[src/hw/madm_cfg.svh]
// constants for the madi sample mux mapper: slot counts, widths, clock figures
// assumes a single 100 MHz system clock; included by its bare name
// Notes on behaviour
// in quad rate mode with 48K frames one channel fills four consecutive slots, so at most 16 channels fit.
// interleaved double or quad rate audio leaves the link itself at the single speed 44.1 or 48 kHz rate.
// 192 kHz audio travels only by quad sample interleave in 48K frames and there is no 192K frame format.
// the clock recovery locks directly to a reference from 25 kHz to 200 kHz and follows pitch changes in phase.
// the 48K frame carries up to 64 channels of at most 48 kHz each.
// the 96K frame carries up to 32 channels of at most 96 kHz each.
// a received 96K frame yields the double rate by itself, at once, with no setting.
// with interleaved 48K frames the effective rate comes from the configured speed setting.
// interleave and de-interleave only move samples between slots and never change a value.
// the cleaned recovered clock drives the word clock output and times the transmit frame starts; slots move on link clock edges.
// audio up to 96 kHz travels in 48K frames by dual sample interleave.
// in double rate mode with 48K frames one channel fills two consecutive slots, so at most 32 channels fit.
// within a group, later samples of a channel go to higher slots and are rebuilt in that order.
`ifndef MADM_CFG_SVH
`define MADM_CFG_SVH

`define MADM_DATA_W      24
`define MADM_SLOT_W      6
`define MADM_SLOTS_48K   7'h40
`define MADM_SLOTS_96K   7'h20
`define MADM_MCLK_HZ     100000000
`define MADM_REF_MIN_HZ  25000
`define MADM_REF_MAX_HZ  200000
`define MADM_INT_HZ      48000
`define MADM_PER_W       13
`define MADM_REF_MAX_CYC (`MADM_MCLK_HZ / `MADM_REF_MIN_HZ)
`define MADM_REF_MIN_CYC ((`MADM_MCLK_HZ + `MADM_REF_MAX_HZ - 1) / `MADM_REF_MAX_HZ)
`define MADM_INT_PER_CYC (`MADM_MCLK_HZ / `MADM_INT_HZ)
`define MADM_LOCK_TOL    13'h008

`endif

[src/hw/madm_pkg.sv]
// types shared by the madi sample mux mapper files
// assumes madm_cfg.svh supplies the numeric constants
package madm_pkg;
  typedef enum logic [1:0] {
    MADM_SINGLE,
    MADM_DOUBLE,
    MADM_QUAD
  } madm_speed_t;
endpackage : madm_pkg

[src/hw/madm_sample_mux_mapper.sv]
// madi sample mux mapper: channel samples to frame slots and back,
// plus reference clock recovery driving the word clock output
// assumes link and reference pins are asynchronous to mclk_i
`timescale 1ns/10ps
`default_nettype none
`include "madm_cfg.svh"
module madm_sample_mux_mapper #(
  parameter int DW = `MADM_DATA_W
) (
  input  wire logic                  mclk_i,
  input  wire logic                  reset_i,
  input  wire logic                  frame_96k_i,
  input  wire madm_pkg::madm_speed_t speed_mode_i,
  input  wire logic                  ref_clk_i,
  input  wire logic                  link_clk_i,
  input  wire logic                  ch_valid_i,
  input  wire logic [5:0]            ch_num_i,
  input  wire logic [1:0]            ch_phase_i,
  input  wire logic [DW-1:0]         ch_data_i,
  input  wire logic [DW-1:0]         link_rx_data_i,
  input  wire logic                  link_rx_start_i,
  input  wire logic                  link_rx_96k_i,
  output logic      [DW-1:0]         link_tx_data_o,
  output logic                       link_tx_valid_o,
  output logic                       link_tx_start_o,
  output logic                       link_tx_96k_o,
  output logic                       ch_out_valid_o,
  output logic      [5:0]            ch_out_num_o,
  output logic      [1:0]            ch_out_phase_o,
  output logic      [DW-1:0]         ch_out_data_o,
  output logic                       ch_accept_o,
  output madm_pkg::madm_speed_t      rate_o,
  output logic                       ref_lock_o,
  output logic                       word_clk_o,
  output logic                       frame_tick_o
);
  import madm_pkg::*;

  localparam logic [12:0] REF_MIN = 13'(`MADM_REF_MIN_CYC);
  localparam logic [12:0] REF_MAX = 13'(`MADM_REF_MAX_CYC);
  localparam logic [12:0] INT_PER = 13'(`MADM_INT_PER_CYC);

  // ****************************************
  // pin synchronisers
  // ****************************************
  logic [1:0]    clk_lvl;
  logic [1:0]    clk_rise;
  logic [DW+1:0] rx_lvl;
  logic          ref_rise;
  logic          link_rise;
  logic [DW-1:0] rx_data;
  logic          rx_start;
  logic          rx_96k;

  madm_sync #(.W(2)) u_clk_sync (
    .mclk_i  (mclk_i),
    .reset_i (reset_i),
    .async_i ({ref_clk_i, link_clk_i}),
    .sync_o  (clk_lvl),
    .rise_o  (clk_rise)
  );

  madm_sync #(.W(DW+2)) u_rx_sync (
    .mclk_i  (mclk_i),
    .reset_i (reset_i),
    .async_i ({link_rx_96k_i, link_rx_start_i, link_rx_data_i}),
    .sync_o  (rx_lvl),
    .rise_o  ()
  );

  assign ref_rise  = clk_rise[1];
  assign link_rise = clk_rise[0];
  assign rx_data   = rx_lvl[DW-1:0];
  assign rx_start  = rx_lvl[DW];
  assign rx_96k    = rx_lvl[DW+1];

  // ****************************************
  // clock recovery and word clock
  // ****************************************
  logic [12:0] per_cnt_reg;
  logic [12:0] per_reg;
  logic [12:0] wc_cnt_reg;
  logic        lock_reg;
  logic [12:0] per_use;
  logic        per_ok;
  logic        per_close;
  logic        wc_wrap;

  assign per_ok    = (per_cnt_reg + 13'h001 >= REF_MIN) && (per_cnt_reg + 13'h001 <= REF_MAX);
  assign per_close = (per_cnt_reg + 13'h001 >= per_reg) ? (per_cnt_reg + 13'h001 - per_reg <= `MADM_LOCK_TOL)
                                                        : (per_reg - per_cnt_reg - 13'h001 <= `MADM_LOCK_TOL);
  assign per_use   = lock_reg ? per_reg : INT_PER;
  assign wc_wrap   = (wc_cnt_reg >= per_use - 13'h001);

  // period measure and lock window
  always_ff @(posedge mclk_i) begin
    if (reset_i) begin
      per_cnt_reg <= 13'h000;
      per_reg     <= 13'h000;
      lock_reg    <= 1'b0;
    end else if (ref_rise) begin
      per_cnt_reg <= 13'h000;
      per_reg     <= per_cnt_reg + 13'h001;
      lock_reg    <= per_ok && per_close;
    end else if (per_cnt_reg > REF_MAX) begin
      // reference gone or below range
      lock_reg    <= 1'b0;
    end else begin
      per_cnt_reg <= per_cnt_reg + 13'h001;
    end
  end

  // phase tracking of the regenerated clock
  always_ff @(posedge mclk_i) begin
    if (reset_i) begin
      wc_cnt_reg <= 13'h000;
    end else if ((lock_reg && ref_rise) || wc_wrap) begin
      wc_cnt_reg <= 13'h000;
    end else begin
      wc_cnt_reg <= wc_cnt_reg + 13'h001;
    end
  end

  // cleaned clock to word clock out
  always_ff @(posedge mclk_i) begin
    if (reset_i) begin
      word_clk_o   <= 1'b0;
      frame_tick_o <= 1'b0;
      ref_lock_o   <= 1'b0;
    end else begin
      word_clk_o   <= (wc_cnt_reg < {1'b0, per_use[12:1]});
      frame_tick_o <= (wc_cnt_reg == 13'h000);
      ref_lock_o   <= lock_reg;
    end
  end

  // ****************************************
  // slot mapping
  // ****************************************
  // only 48K and 96K frames exist; quad rate needs 48K frames
  function automatic logic [1:0] grp_shift(input logic f96, input madm_speed_t sp);
    if (f96) begin
      grp_shift = 2'd0;
    end else begin
      case (sp)
        MADM_DOUBLE: grp_shift = 2'd1;
        MADM_QUAD:   grp_shift = 2'd2;
        default:     grp_shift = 2'd0;
      endcase
    end
  endfunction : grp_shift

  logic [1:0] tx_shift;
  logic [5:0] ch_limit;
  logic [1:0] ph_mask;
  logic [5:0] wr_slot;
  logic       wr_ok;

  assign tx_shift = grp_shift(frame_96k_i, speed_mode_i);
  assign ph_mask  = (2'b01 << tx_shift) - 2'b01;
  // channel count per format and speed
  assign ch_limit = frame_96k_i ? 6'h1f : (6'h3f >> tx_shift);
  // later samples into higher slots of the group
  assign wr_slot  = (ch_num_i << tx_shift) | {4'h0, ch_phase_i & ph_mask};
  assign wr_ok    = ch_valid_i && (ch_num_i <= ch_limit) && ((ch_phase_i & ~ph_mask) == 2'b00);

  // ****************************************
  // transmit: frame slots out on link clock
  // ****************************************
  logic [DW-1:0] ram_rdata;
  logic [5:0]    tx_slot_reg;
  logic [5:0]    tx_slot;
  logic          restart_reg;
  logic [6:0]    tx_slots;

  // samples stored untouched
  madm_slot_ram #(.DW(DW), .AW(`MADM_SLOT_W)) u_tx_ram (
    .mclk_i  (mclk_i),
    .we_i    (wr_ok),
    .waddr_i (wr_slot),
    .wdata_i (ch_data_i),
    .raddr_i (tx_slot),
    .rdata_o (ram_rdata)
  );

  // slots per frame
  assign tx_slots = frame_96k_i ? `MADM_SLOTS_96K : `MADM_SLOTS_48K;
  assign tx_slot  = (restart_reg || frame_tick_o) ? 6'h00 : tx_slot_reg;

  always_ff @(posedge mclk_i) begin
    if (reset_i) begin
      ch_accept_o <= 1'b0;
    end else begin
      ch_accept_o <= wr_ok;
    end
  end

  // frame restarts on the word clock tick and also wraps after its last slot
  always_ff @(posedge mclk_i) begin
    if (reset_i) begin
      restart_reg <= 1'b0;
    end else if (link_rise) begin
      restart_reg <= 1'b0;
    end else if (frame_tick_o) begin
      restart_reg <= 1'b1;
    end
  end

  always_ff @(posedge mclk_i) begin
    if (reset_i) begin
      tx_slot_reg <= 6'h00;
    end else if (link_rise) begin
      tx_slot_reg <= ({1'b0, tx_slot} + 7'h01 >= tx_slots) ? 6'h00 : tx_slot + 6'h01;
    end
  end

  // slot value sent unchanged
  always_ff @(posedge mclk_i) begin
    if (reset_i) begin
      link_tx_data_o  <= '0;
      link_tx_valid_o <= 1'b0;
      link_tx_start_o <= 1'b0;
      link_tx_96k_o   <= 1'b0;
    end else begin
      link_tx_valid_o <= link_rise;
      if (link_rise) begin
        link_tx_data_o  <= ram_rdata;
        link_tx_start_o <= (tx_slot == 6'h00);
        link_tx_96k_o   <= frame_96k_i;
      end
    end
  end

  // ****************************************
  // receive: slots back to channel samples
  // ****************************************
  logic [5:0] rx_slot_reg;
  logic [5:0] rx_slot;
  logic       rx_f96_reg;
  logic [1:0] rx_shift;
  logic       rx_f96;

  assign rx_slot  = rx_start ? 6'h00 : rx_slot_reg;
  assign rx_f96   = rx_start ? rx_96k : rx_f96_reg;
  assign rx_shift = grp_shift(rx_f96, speed_mode_i);

  always_ff @(posedge mclk_i) begin
    if (reset_i) begin
      rx_slot_reg <= 6'h00;
      rx_f96_reg  <= 1'b0;
    end else if (link_rise) begin
      rx_slot_reg <= rx_slot + 6'h01;
      rx_f96_reg  <= rx_f96;
    end
  end

  // slot order gives sample order, value kept
  always_ff @(posedge mclk_i) begin
    if (reset_i) begin
      ch_out_valid_o <= 1'b0;
      ch_out_num_o   <= 6'h00;
      ch_out_phase_o <= 2'b00;
      ch_out_data_o  <= '0;
    end else begin
      // R6 96K frame has 32 slots only
      ch_out_valid_o <= link_rise && !(rx_f96 && rx_slot[5]);
      if (link_rise) begin
        ch_out_num_o   <= rx_slot >> rx_shift;
        ch_out_phase_o <= rx_slot[1:0] & ((2'b01 << rx_shift) - 2'b01);
        ch_out_data_o  <= rx_data;
      end
    end
  end

  // R7 96K frame sets double rate by itself; R8 otherwise the setting
  always_ff @(posedge mclk_i) begin
    if (reset_i) begin
      rate_o <= MADM_SINGLE;
    end else if (link_rise && rx_f96) begin
      rate_o <= MADM_DOUBLE;
    end else if (link_rise) begin
      rate_o <= speed_mode_i;
    end
  end
endmodule : madm_sample_mux_mapper
`default_nettype wire

[src/hw/madm_slot_ram.sv]
// slot memory for one outgoing madi frame, write port and asynchronous read
// assumes a single clock; no reset on the array
`timescale 1ns/10ps
`default_nettype none
module madm_slot_ram #(
  parameter int DW    = 24,
  parameter int AW    = 6
) (
  input  wire logic          mclk_i,
  input  wire logic          we_i,
  input  wire logic [AW-1:0] waddr_i,
  input  wire logic [DW-1:0] wdata_i,
  input  wire logic [AW-1:0] raddr_i,
  output logic      [DW-1:0] rdata_o
);
  logic [DW-1:0] mem [0:(1<<AW)-1];

  always_ff @(posedge mclk_i) begin
    if (we_i) begin
      mem[waddr_i] <= wdata_i;
    end
  end

  assign rdata_o = mem[raddr_i];
endmodule : madm_slot_ram
`default_nettype wire

[src/hw/madm_sync.sv]
// three-stage synchroniser for pin inputs with rise detection
// assumes inputs are asynchronous to mclk_i
`timescale 1ns/10ps
`default_nettype none
module madm_sync #(
  parameter int W = 1
) (
  input  wire logic         mclk_i,
  input  wire logic         reset_i,
  input  wire logic [W-1:0] async_i,
  output logic      [W-1:0] sync_o,
  output logic      [W-1:0] rise_o
);
  logic [W-1:0] s1_reg;
  logic [W-1:0] s2_reg;
  logic [W-1:0] s3_reg;

  genvar b;
  generate
    for (b = 0; b < W; b++) begin : g_bit
      always_ff @(posedge mclk_i) begin
        if (reset_i) begin
          s1_reg[b] <= 1'b0;
          s2_reg[b] <= 1'b0;
          s3_reg[b] <= 1'b0;
          sync_o[b] <= 1'b0;
          rise_o[b] <= 1'b0;
        end else begin
          s1_reg[b] <= async_i[b];
          s2_reg[b] <= s1_reg[b];
          s3_reg[b] <= s2_reg[b];
          // a change counts once stages two and three agree
          if (s2_reg[b] == s3_reg[b]) begin
            sync_o[b] <= s3_reg[b];
            rise_o[b] <= s3_reg[b] & ~sync_o[b];
          end else begin
            rise_o[b] <= 1'b0;
          end
        end
      end
    end
  endgenerate
endmodule : madm_sync
`default_nettype wire

[config.mk]
export PLATFORM = sky130hd
export DESIGN_NAME = madm_sample_mux_mapper
export DESIGN_NICKNAME = d
export VERILOG_FILES = /design/src/hw/madm_pkg.sv /design/src/hw/madm_sample_mux_mapper.sv /design/src/hw/madm_slot_ram.sv /design/src/hw/madm_sync.sv
export VERILOG_INCLUDE_DIRS = /design/src /design/src/hw
export SDC_FILE = /design/constraint.sdc
export NUM_CORES = 2
export LEC_CHECK = 0
export ABC_AREA = 1
export BUFFER_PORTS_ARGS = -buffer_cell sky130_fd_sc_hd__buf_4
export CAP_MARGIN = 20
export CORE_MARGIN = 5
export CORE_UTILIZATION = 30
export CTS_CLUSTER_SIZE = 12
export DETAILED_ROUTE_END_ITERATION = 12
export PLACE_DENSITY = 0.53
export SLEW_MARGIN = 20
export SYNTH_ARGS = -nofsm -noshare
export SYNTH_HDL_FRONTEND = slang
export SYNTH_SLANG_ARGS = --single-unit
export TNS_END_PERCENT = 30
[constraint.sdc]
create_clock -name mclk_i -period 5.21 [get_ports mclk_i]
set_input_delay 1.042 -clock mclk_i [delete_from_list [all_inputs] [get_ports mclk_i]]
set_output_delay 1.042 -clock mclk_i [all_outputs]
set_load 0.1 [all_outputs]
Yosys cells after proc, flatten, opt, wreduce, memory -nomap -nowiden
Memories as Yosys holds them, arrays and structs flattened. A register that Yosys moved wholly into a read port is not among the register bits. Index checks and enable logic that the tools add are counted. W data, S select, Z words.

Memories kept: 1. Flip-flop bits (word level): 210. Logic and storage cells: 242. RAM bits: 1536. Output and inout port bits: 66. Bits of input ports: 66.

Memory list: u_tx_ram.mem (depth 64, bits a word 24, rd ports 1, clocked after Yosys merged registers in 1, wr ports 1, line madm_slot_ram.sv:16) `logic [DW-1:0] mem [0:(1<<AW)-1];`.

Add/subtract/negate cells: 11. Mux-type cells: 17. Shifts and indexed selects: 5. Order comparisons: 10. Reductions and logical operators: 22. Eq/ne operators: 30. Bitwise gates (word level): 11.

Operators by type and width (count): $eq A1 B1 Y1 (28); $add A13 B1 Y13 const B (2); $ge A13 B13 Y1 (2); $le A13 B4 Y1 const B (2); $sub A13 B1 Y13 const B (2); $sub A13 B13 Y13 (2); $mux W6 (4); $ge A13 B9 Y1 const B (1); $gt A13 B12 Y1 const B (1); $le A13 B12 Y1 const B (1); $logic_not A13 Y1 (1); $lt A13 B12 Y1 (1); $mux W13 (1); $add A6 B1 Y6 const B (2); $reduce_or A2 Y1 (6); $logic_and A1 B1 Y1 (8); $mux W1 (8); $add A6 B1 Y7 const B (1); $ge A7 B7 Y1 (1); $mux W7 (1); $and A2 B2 Y2 (3); $le A6 B6 Y1 (1); $logic_not A6 Y1 (1); $or A6 B2 Y6 (1); other kinds (16) (25).

Depth between registers and ports, before layout
Depth in word-level cells: 11. Depth in mapped cells: 21. Mapped depth without buffers: 21.

By module
A second synthesis with hierarchy kept.

Cells, all modules: 6712. Area, all modules: 74049.8 um2.

By module, submodules not included: madm_slot_ram (area an instance 62332.3 um2, cells each 5224, seq. area each 46124.2 um2, times used 1); madm_sample_mux_mapper (area an instance 7357.1 um2, cells each 1027, seq. area each 2402.3 um2, times used 1); madm_sync at u_rx_sync (area an instance 4060.1 um2, cells each 428, seq. area each 2602.5 um2, times used 1); madm_sync at u_clk_sync (area an instance 300.3 um2, cells each 33, seq. area each 200.2 um2, times used 1).

Least setup slack after synthesis
Ideal clock, no wire load.

Path kind: in2reg. From: in speed_mode_i[1]. To: mem u_tx_ram.mem[17][0], enable pin. Arrival time: 3723 ps. Library setup time: 405 ps. Buffers on the path: 1. Stages: 15. Required time: 4805 ps. Setup slack: 1082 ps. Path through: inv_1 -> nor2_1 -> nand2_1 -> buf_2 -> nand3_1 -> ha_1 -> a21oi_1 -> nand2_1 -> o21ai_0 -> nand2_1 -> a211oi_1 -> inv_1 -> nor2_2 -> nand3_1 -> nor2_1.

Cells in the longest elaborated chain, start to end: 11. Elaborated cells between the ends (all ways): 19. Those cells by class: add/sub (1); order compare (1); eq/ne (2); shift (3); mux (5); bitwise (4); reduce/logical (3).

Ends and longest elaborated chain: start, declared (line madm_sample_mux_mapper.sv:13) `input wire madm_pkg::madm_speed_t speed_mode_i,`; $eq A2 B2 Y1 or $eq A2 B1 Y1 (tied branches) (line madm_sample_mux_mapper.sv:145) `case (sp)`; $pmux W2 S2 (*) (line madm_sample_mux_mapper.sv:145); $mux W2 (*) (line madm_sample_mux_mapper.sv:142) `if (f96) begin`; branches (longest 8 deep; another with $le A6 B6 Y1); end, declared (line madm_slot_ram.sv:16).

Every way passes the cells marked *.

Final worst setup path
From: reg frame_tick_o. To: reg link_tx_data_o[13] (read register of u_tx_ram.mem).

Cells in the longest elaborated chain, start to end: 2.

Ends and longest elaborated chain: start, declared (line madm_sample_mux_mapper.sv:35) `output logic frame_tick_o`; start signal, assigned (line madm_sample_mux_mapper.sv:132) `frame_tick_o <= (wc_cnt_reg == 13'h000);`; $logic_or A1 B1 Y1 (line madm_sample_mux_mapper.sv:188) `assign tx_slot = (restart_reg || frame_tick_o) ? 6'h00 : tx_slot_reg;`; $mux W6 (line madm_sample_mux_mapper.sv:188); end, declared (line madm_sample_mux_mapper.sv:23) `output logic [DW-1:0] link_tx_data_o,`.

Every way passes these cells. A chain may end at the register's enable or synchronous reset.

==> summary.md <==
| Metric | Value |
|---|---|
| Status | finished clean |
| DR WL/cell | around 22 µm |
| Maximum VDD drop | 275 µV |
| Area of the multi-input gates | 17600 µm² |
| Synth Area in Compound Gates | 0.101 |
| Fin crit period | approximately 3700 ps |
| Detail Route Antenna Nets | 0 |
| Die footprint | 255000 µm² |
| RSZ-0062 raised after global routing | false |
| Worst Path Arrival | 4450 ps |
| Fillers | about 24k |
| Clock tree buffer depth | 3 |
| Worst-path clk slew | 60 ps |
| Crit path to | link_tx_data_o[13]$_SDFFE_PP0P_ |
| Routed wire length | 222 mm |
| Fin nets | 6781 |
| WP data required | 5920 ps |
| Top cell type's share of synthesized area | 0.626 |
| CTS root buf | clkbuf_16 |
| Die width | 505 µm |
| DRC | 0 |
| First-pass GRT wire length | about 320 mm |
| Setup_tns | 0 ps |
| Vias per cell | 4.91 |
| Total GRT Usage | 0.169 |
| Detailed-router iteration count before antenna repair | 8 |
| Via count | ~50k |
| Synth area leaders | edfxtp_1 63%, dfxtp_1 6.4%, nand3_1 5.3% |
| Synth Area in XOR/XNOR | 0.00309 |
| Slew Limit Fails | 0 |
| Most numerous cell in the Yosys netlist | edfxtp_1 |
| Worst rel slew slack | 0.324 |
| Critical path class | reg -> reg |
| Most frequent cells after synthesis | 1536 x edfxtp_1, 996 x inv_1, 967 x nand2_1, 784 x nand3_1, 415 x o211ai_1 |
| Synth async-reset ratio | 0 |
| Largest net degree at the start of global routing | 226 |
| Startpoint types | flop |
| Reg2Reg Capture Point | link_tx_data_o[13]$_SDFFE_PP0P_ |
| Max reg flops | between 1.5k and 2k |
| CTS Buf Count | around 180 |
| Power per cell area | 339 nW/µm² |
| Mux cell area share after synthesis | 0.000136 |
| Sequential fraction of the synthesis area | 0.690 |
| Setup bufs post-CTS | 0 |
| Final hold vios | 0 |
| CP max FO | 90 |
| Cts repair resizes | 0 |
| Layout Cells excl Fill | about 10k |
| Die height | between 500 and 600 µm |
| Vias in the first global route | 46.7k |
| Fmax | ~270 MHz |
| Endpoint type of the worst setup path | flop |
| Clock Latency Late Sink | about 850 ps |
| Core area | 244000 µm² |
| Hold-fix buffers, CTS | 0 |
| Final setup vio count | 0 |
| Port Buf Inserts | between 100 and 150 |
| Reg2reg path depth | 11 |
| Initial antenna violation count | 7 |
| Crit Reg-Reg Startpoint | frame_tick_o$_SDFF_PP0_ |
| DPL Wire Length | ~140 mm |
| Setup slack, reg-to-reg | around 1500 ps |
| CTS sink count | 1770 |
| RD Place Congestion | 0.886 |
| Worst Setup SP | frame_tick_o$_SDFF_PP0_ |
| Synthesis warning total | 0 |
| Hold Crit Depth | 2 |
| Layout cells sized above 1 | 0.0887 |
| Worst slew pin tran | between 1000 and 1500 ps |
| P&R area growth vs syn | 14.7% |
| Fin crit share | 0.717 |
| DRT iter0 DRCs | 5149 |
| Cell Area, Synth | between 70000 and 80000 µm² |
| Yosys cell types | 45 |
| Simple-gate share of the synthesized area | 0.121 |
| Number of H-tree levels | 4 |
| Final setup margin | about 1500 ps |
| TritonCTS clock tree | yes |
| Hold Crit Class | reg -> reg |
| FF/Latch Area | 50800 µm² |
| Syn avg cell area | 11.2 µm² |
| Rows | 181 |
| DP Cell Count | 9667 |
| Synth area leader | edfxtp_1 |
| Max_cap viols | 0 |
| #FFs+latches synth | 1770 |
| Layout Skew | 68.5 ps |
| Number of flops mapped to enable cells by yosys | 1536 |
| Main combinational cell family by area after synthesis | simple AND/OR/NAND/NOR gates |
| Post-synth top flop | edfxtp_1 |
| Syn Inst Count | about 6.5k |
| IO Count | between 100 and 150 |
| GRT overflow | 0 |
| Syn_nets | between 6k and 7k |
| Starting density of the core | 0.302 |
| Adder-cell share of the synthesized area | 0.0111 |
| Top reg by flops | u_tx_ram.mem |
| Place WS | 893 ps |
| P_leak | 31.6 nW |
## worst min-delay path by stage
| stage | start | end | slack [ps] |
|---|---|---|---|
| 2_1_floorplan | u_clk_sync.s1_reg[0]$_SDFF_PP0_ | u_clk_sync.s2_reg[0]$_SDFF_PP0_ | 390 |
| 3_3_place_gp | u_rx_sync.s1_reg[6]$_SDFF_PP0_ | u_rx_sync.s2_reg[6]$_SDFF_PP0_ | 390 |
| 3_5_place_dp | u_rx_sync.s1_reg[7]$_SDFF_PP0_ | u_rx_sync.s2_reg[7]$_SDFF_PP0_ | 390 |
| 4_1_cts | link_rx_data_i[20] | u_rx_sync.s1_reg[20]$_SDFF_PP0_ | 340 |
| 5_1_grt | link_rx_data_i[15] | u_rx_sync.s1_reg[15]$_SDFF_PP0_ | 390 |
| 6_report | u_rx_sync.s1_reg[20]$_SDFF_PP0_ | u_rx_sync.s2_reg[20]$_SDFF_PP0_ | 400 |
## worst max-delay path, cell delays in order (launching register included)
cell and delay [ps]:
dfxtp_1 340, nor2_4 310, nand2_4 440, inv_8 600, buf_4 450, nand3_1 230
nand3_1 140, nand3_1 190, nand3_1 450, nand2_1 150, nand2_1 90, nand2_1 70
## metrics by stage
| stage | hold WS, ps | cell area (µm²) | power, mW | utilization |
|---|---|---|---|---|
| after floorplan | 388 | 73600 | 16.0 | - |
| after detailed placement | 394 | 78900 | 16.5 | 0.324 |
| after global placement | 391 | 78900 | 16.5 | 0.324 |
| after global routing | 389 | 84500 | 29.6 | 0.347 |
| final | 402 | 84500 | 28.7 | 0.347 |
| after CTS | 336 | 84500 | 29.0 | 0.347 |
## final cells by class
type | instances | area share
multi-input cells | 3407 | 0.208
diodes | 5 | 0.000148
inverters | 1002 | 0.0447
clock inverters | 67 | 0.00680
flip-flops and latches | 1770 | 0.601
clock buffers | 242 | 0.0592
well taps | 3202 | 0.0474
repair buffers | 286 | 0.0324
## per-layer routing
metal	global-route usage	wire length (µm)	up-vias
li1	-	-	23000
met4	0.0649	8890	0
met3	0.0291	15100	358
met1	0.232	96900	24000
met5	0	0	-
met2	0.266	102000	1629
## power by group
part	leakage, nW	total [mW]	internal (mW)	switching, mW
registers	15.7	15.5	15.5	0.0284
logic	13.2	0.747	0.140	0.607
clock network	2.70	12.4	6.96	5.47
## cells by family (layout without fill, tap and decap cells)
logic type | after synthesis | count (layout)
AND/OR/NAND/NOR | 2070 | 2070
AO/OA/AOI/OAI | 1245 | 1245
XOR/XNOR | 26 | 26
other | 1 | 6
multiplexers | 1 | 1
adder cells (fa/ha/maj) | 64 | 64
buffers and inverters | 1370 | 1597
flip-flops | 1770 | 1770
## cells in the final DEF (no fill, tap or decap), types with 22 or more instances in the layout
cell | synthesis | layout
edfxtp_1 | 1536 | 1536
dfxtp_1 | 234 | 234
buf_4 | 7 | 239
o21ai_0 | 287 | 287
inv_1 | 996 | 993
nand4_1 | 22 | 22
nand2_1 | 967 | 965
nor2_2 | 3 | 67
a21oi_1 | 330 | 330
nor2_1 | 257 | 191
ha_1 | 62 | 62
clkbuf_16 | 0 | 190
buf_12 | 0 | 47
a211oi_1 | 26 | 26
o211ai_1 | 415 | 415
o21ai_1 | 156 | 156
nand3_1 | 784 | 784
clkbuf_1 | 159 | 47
clkinv_1 | 1 | 35
Power figures use the tool's default switching activity.
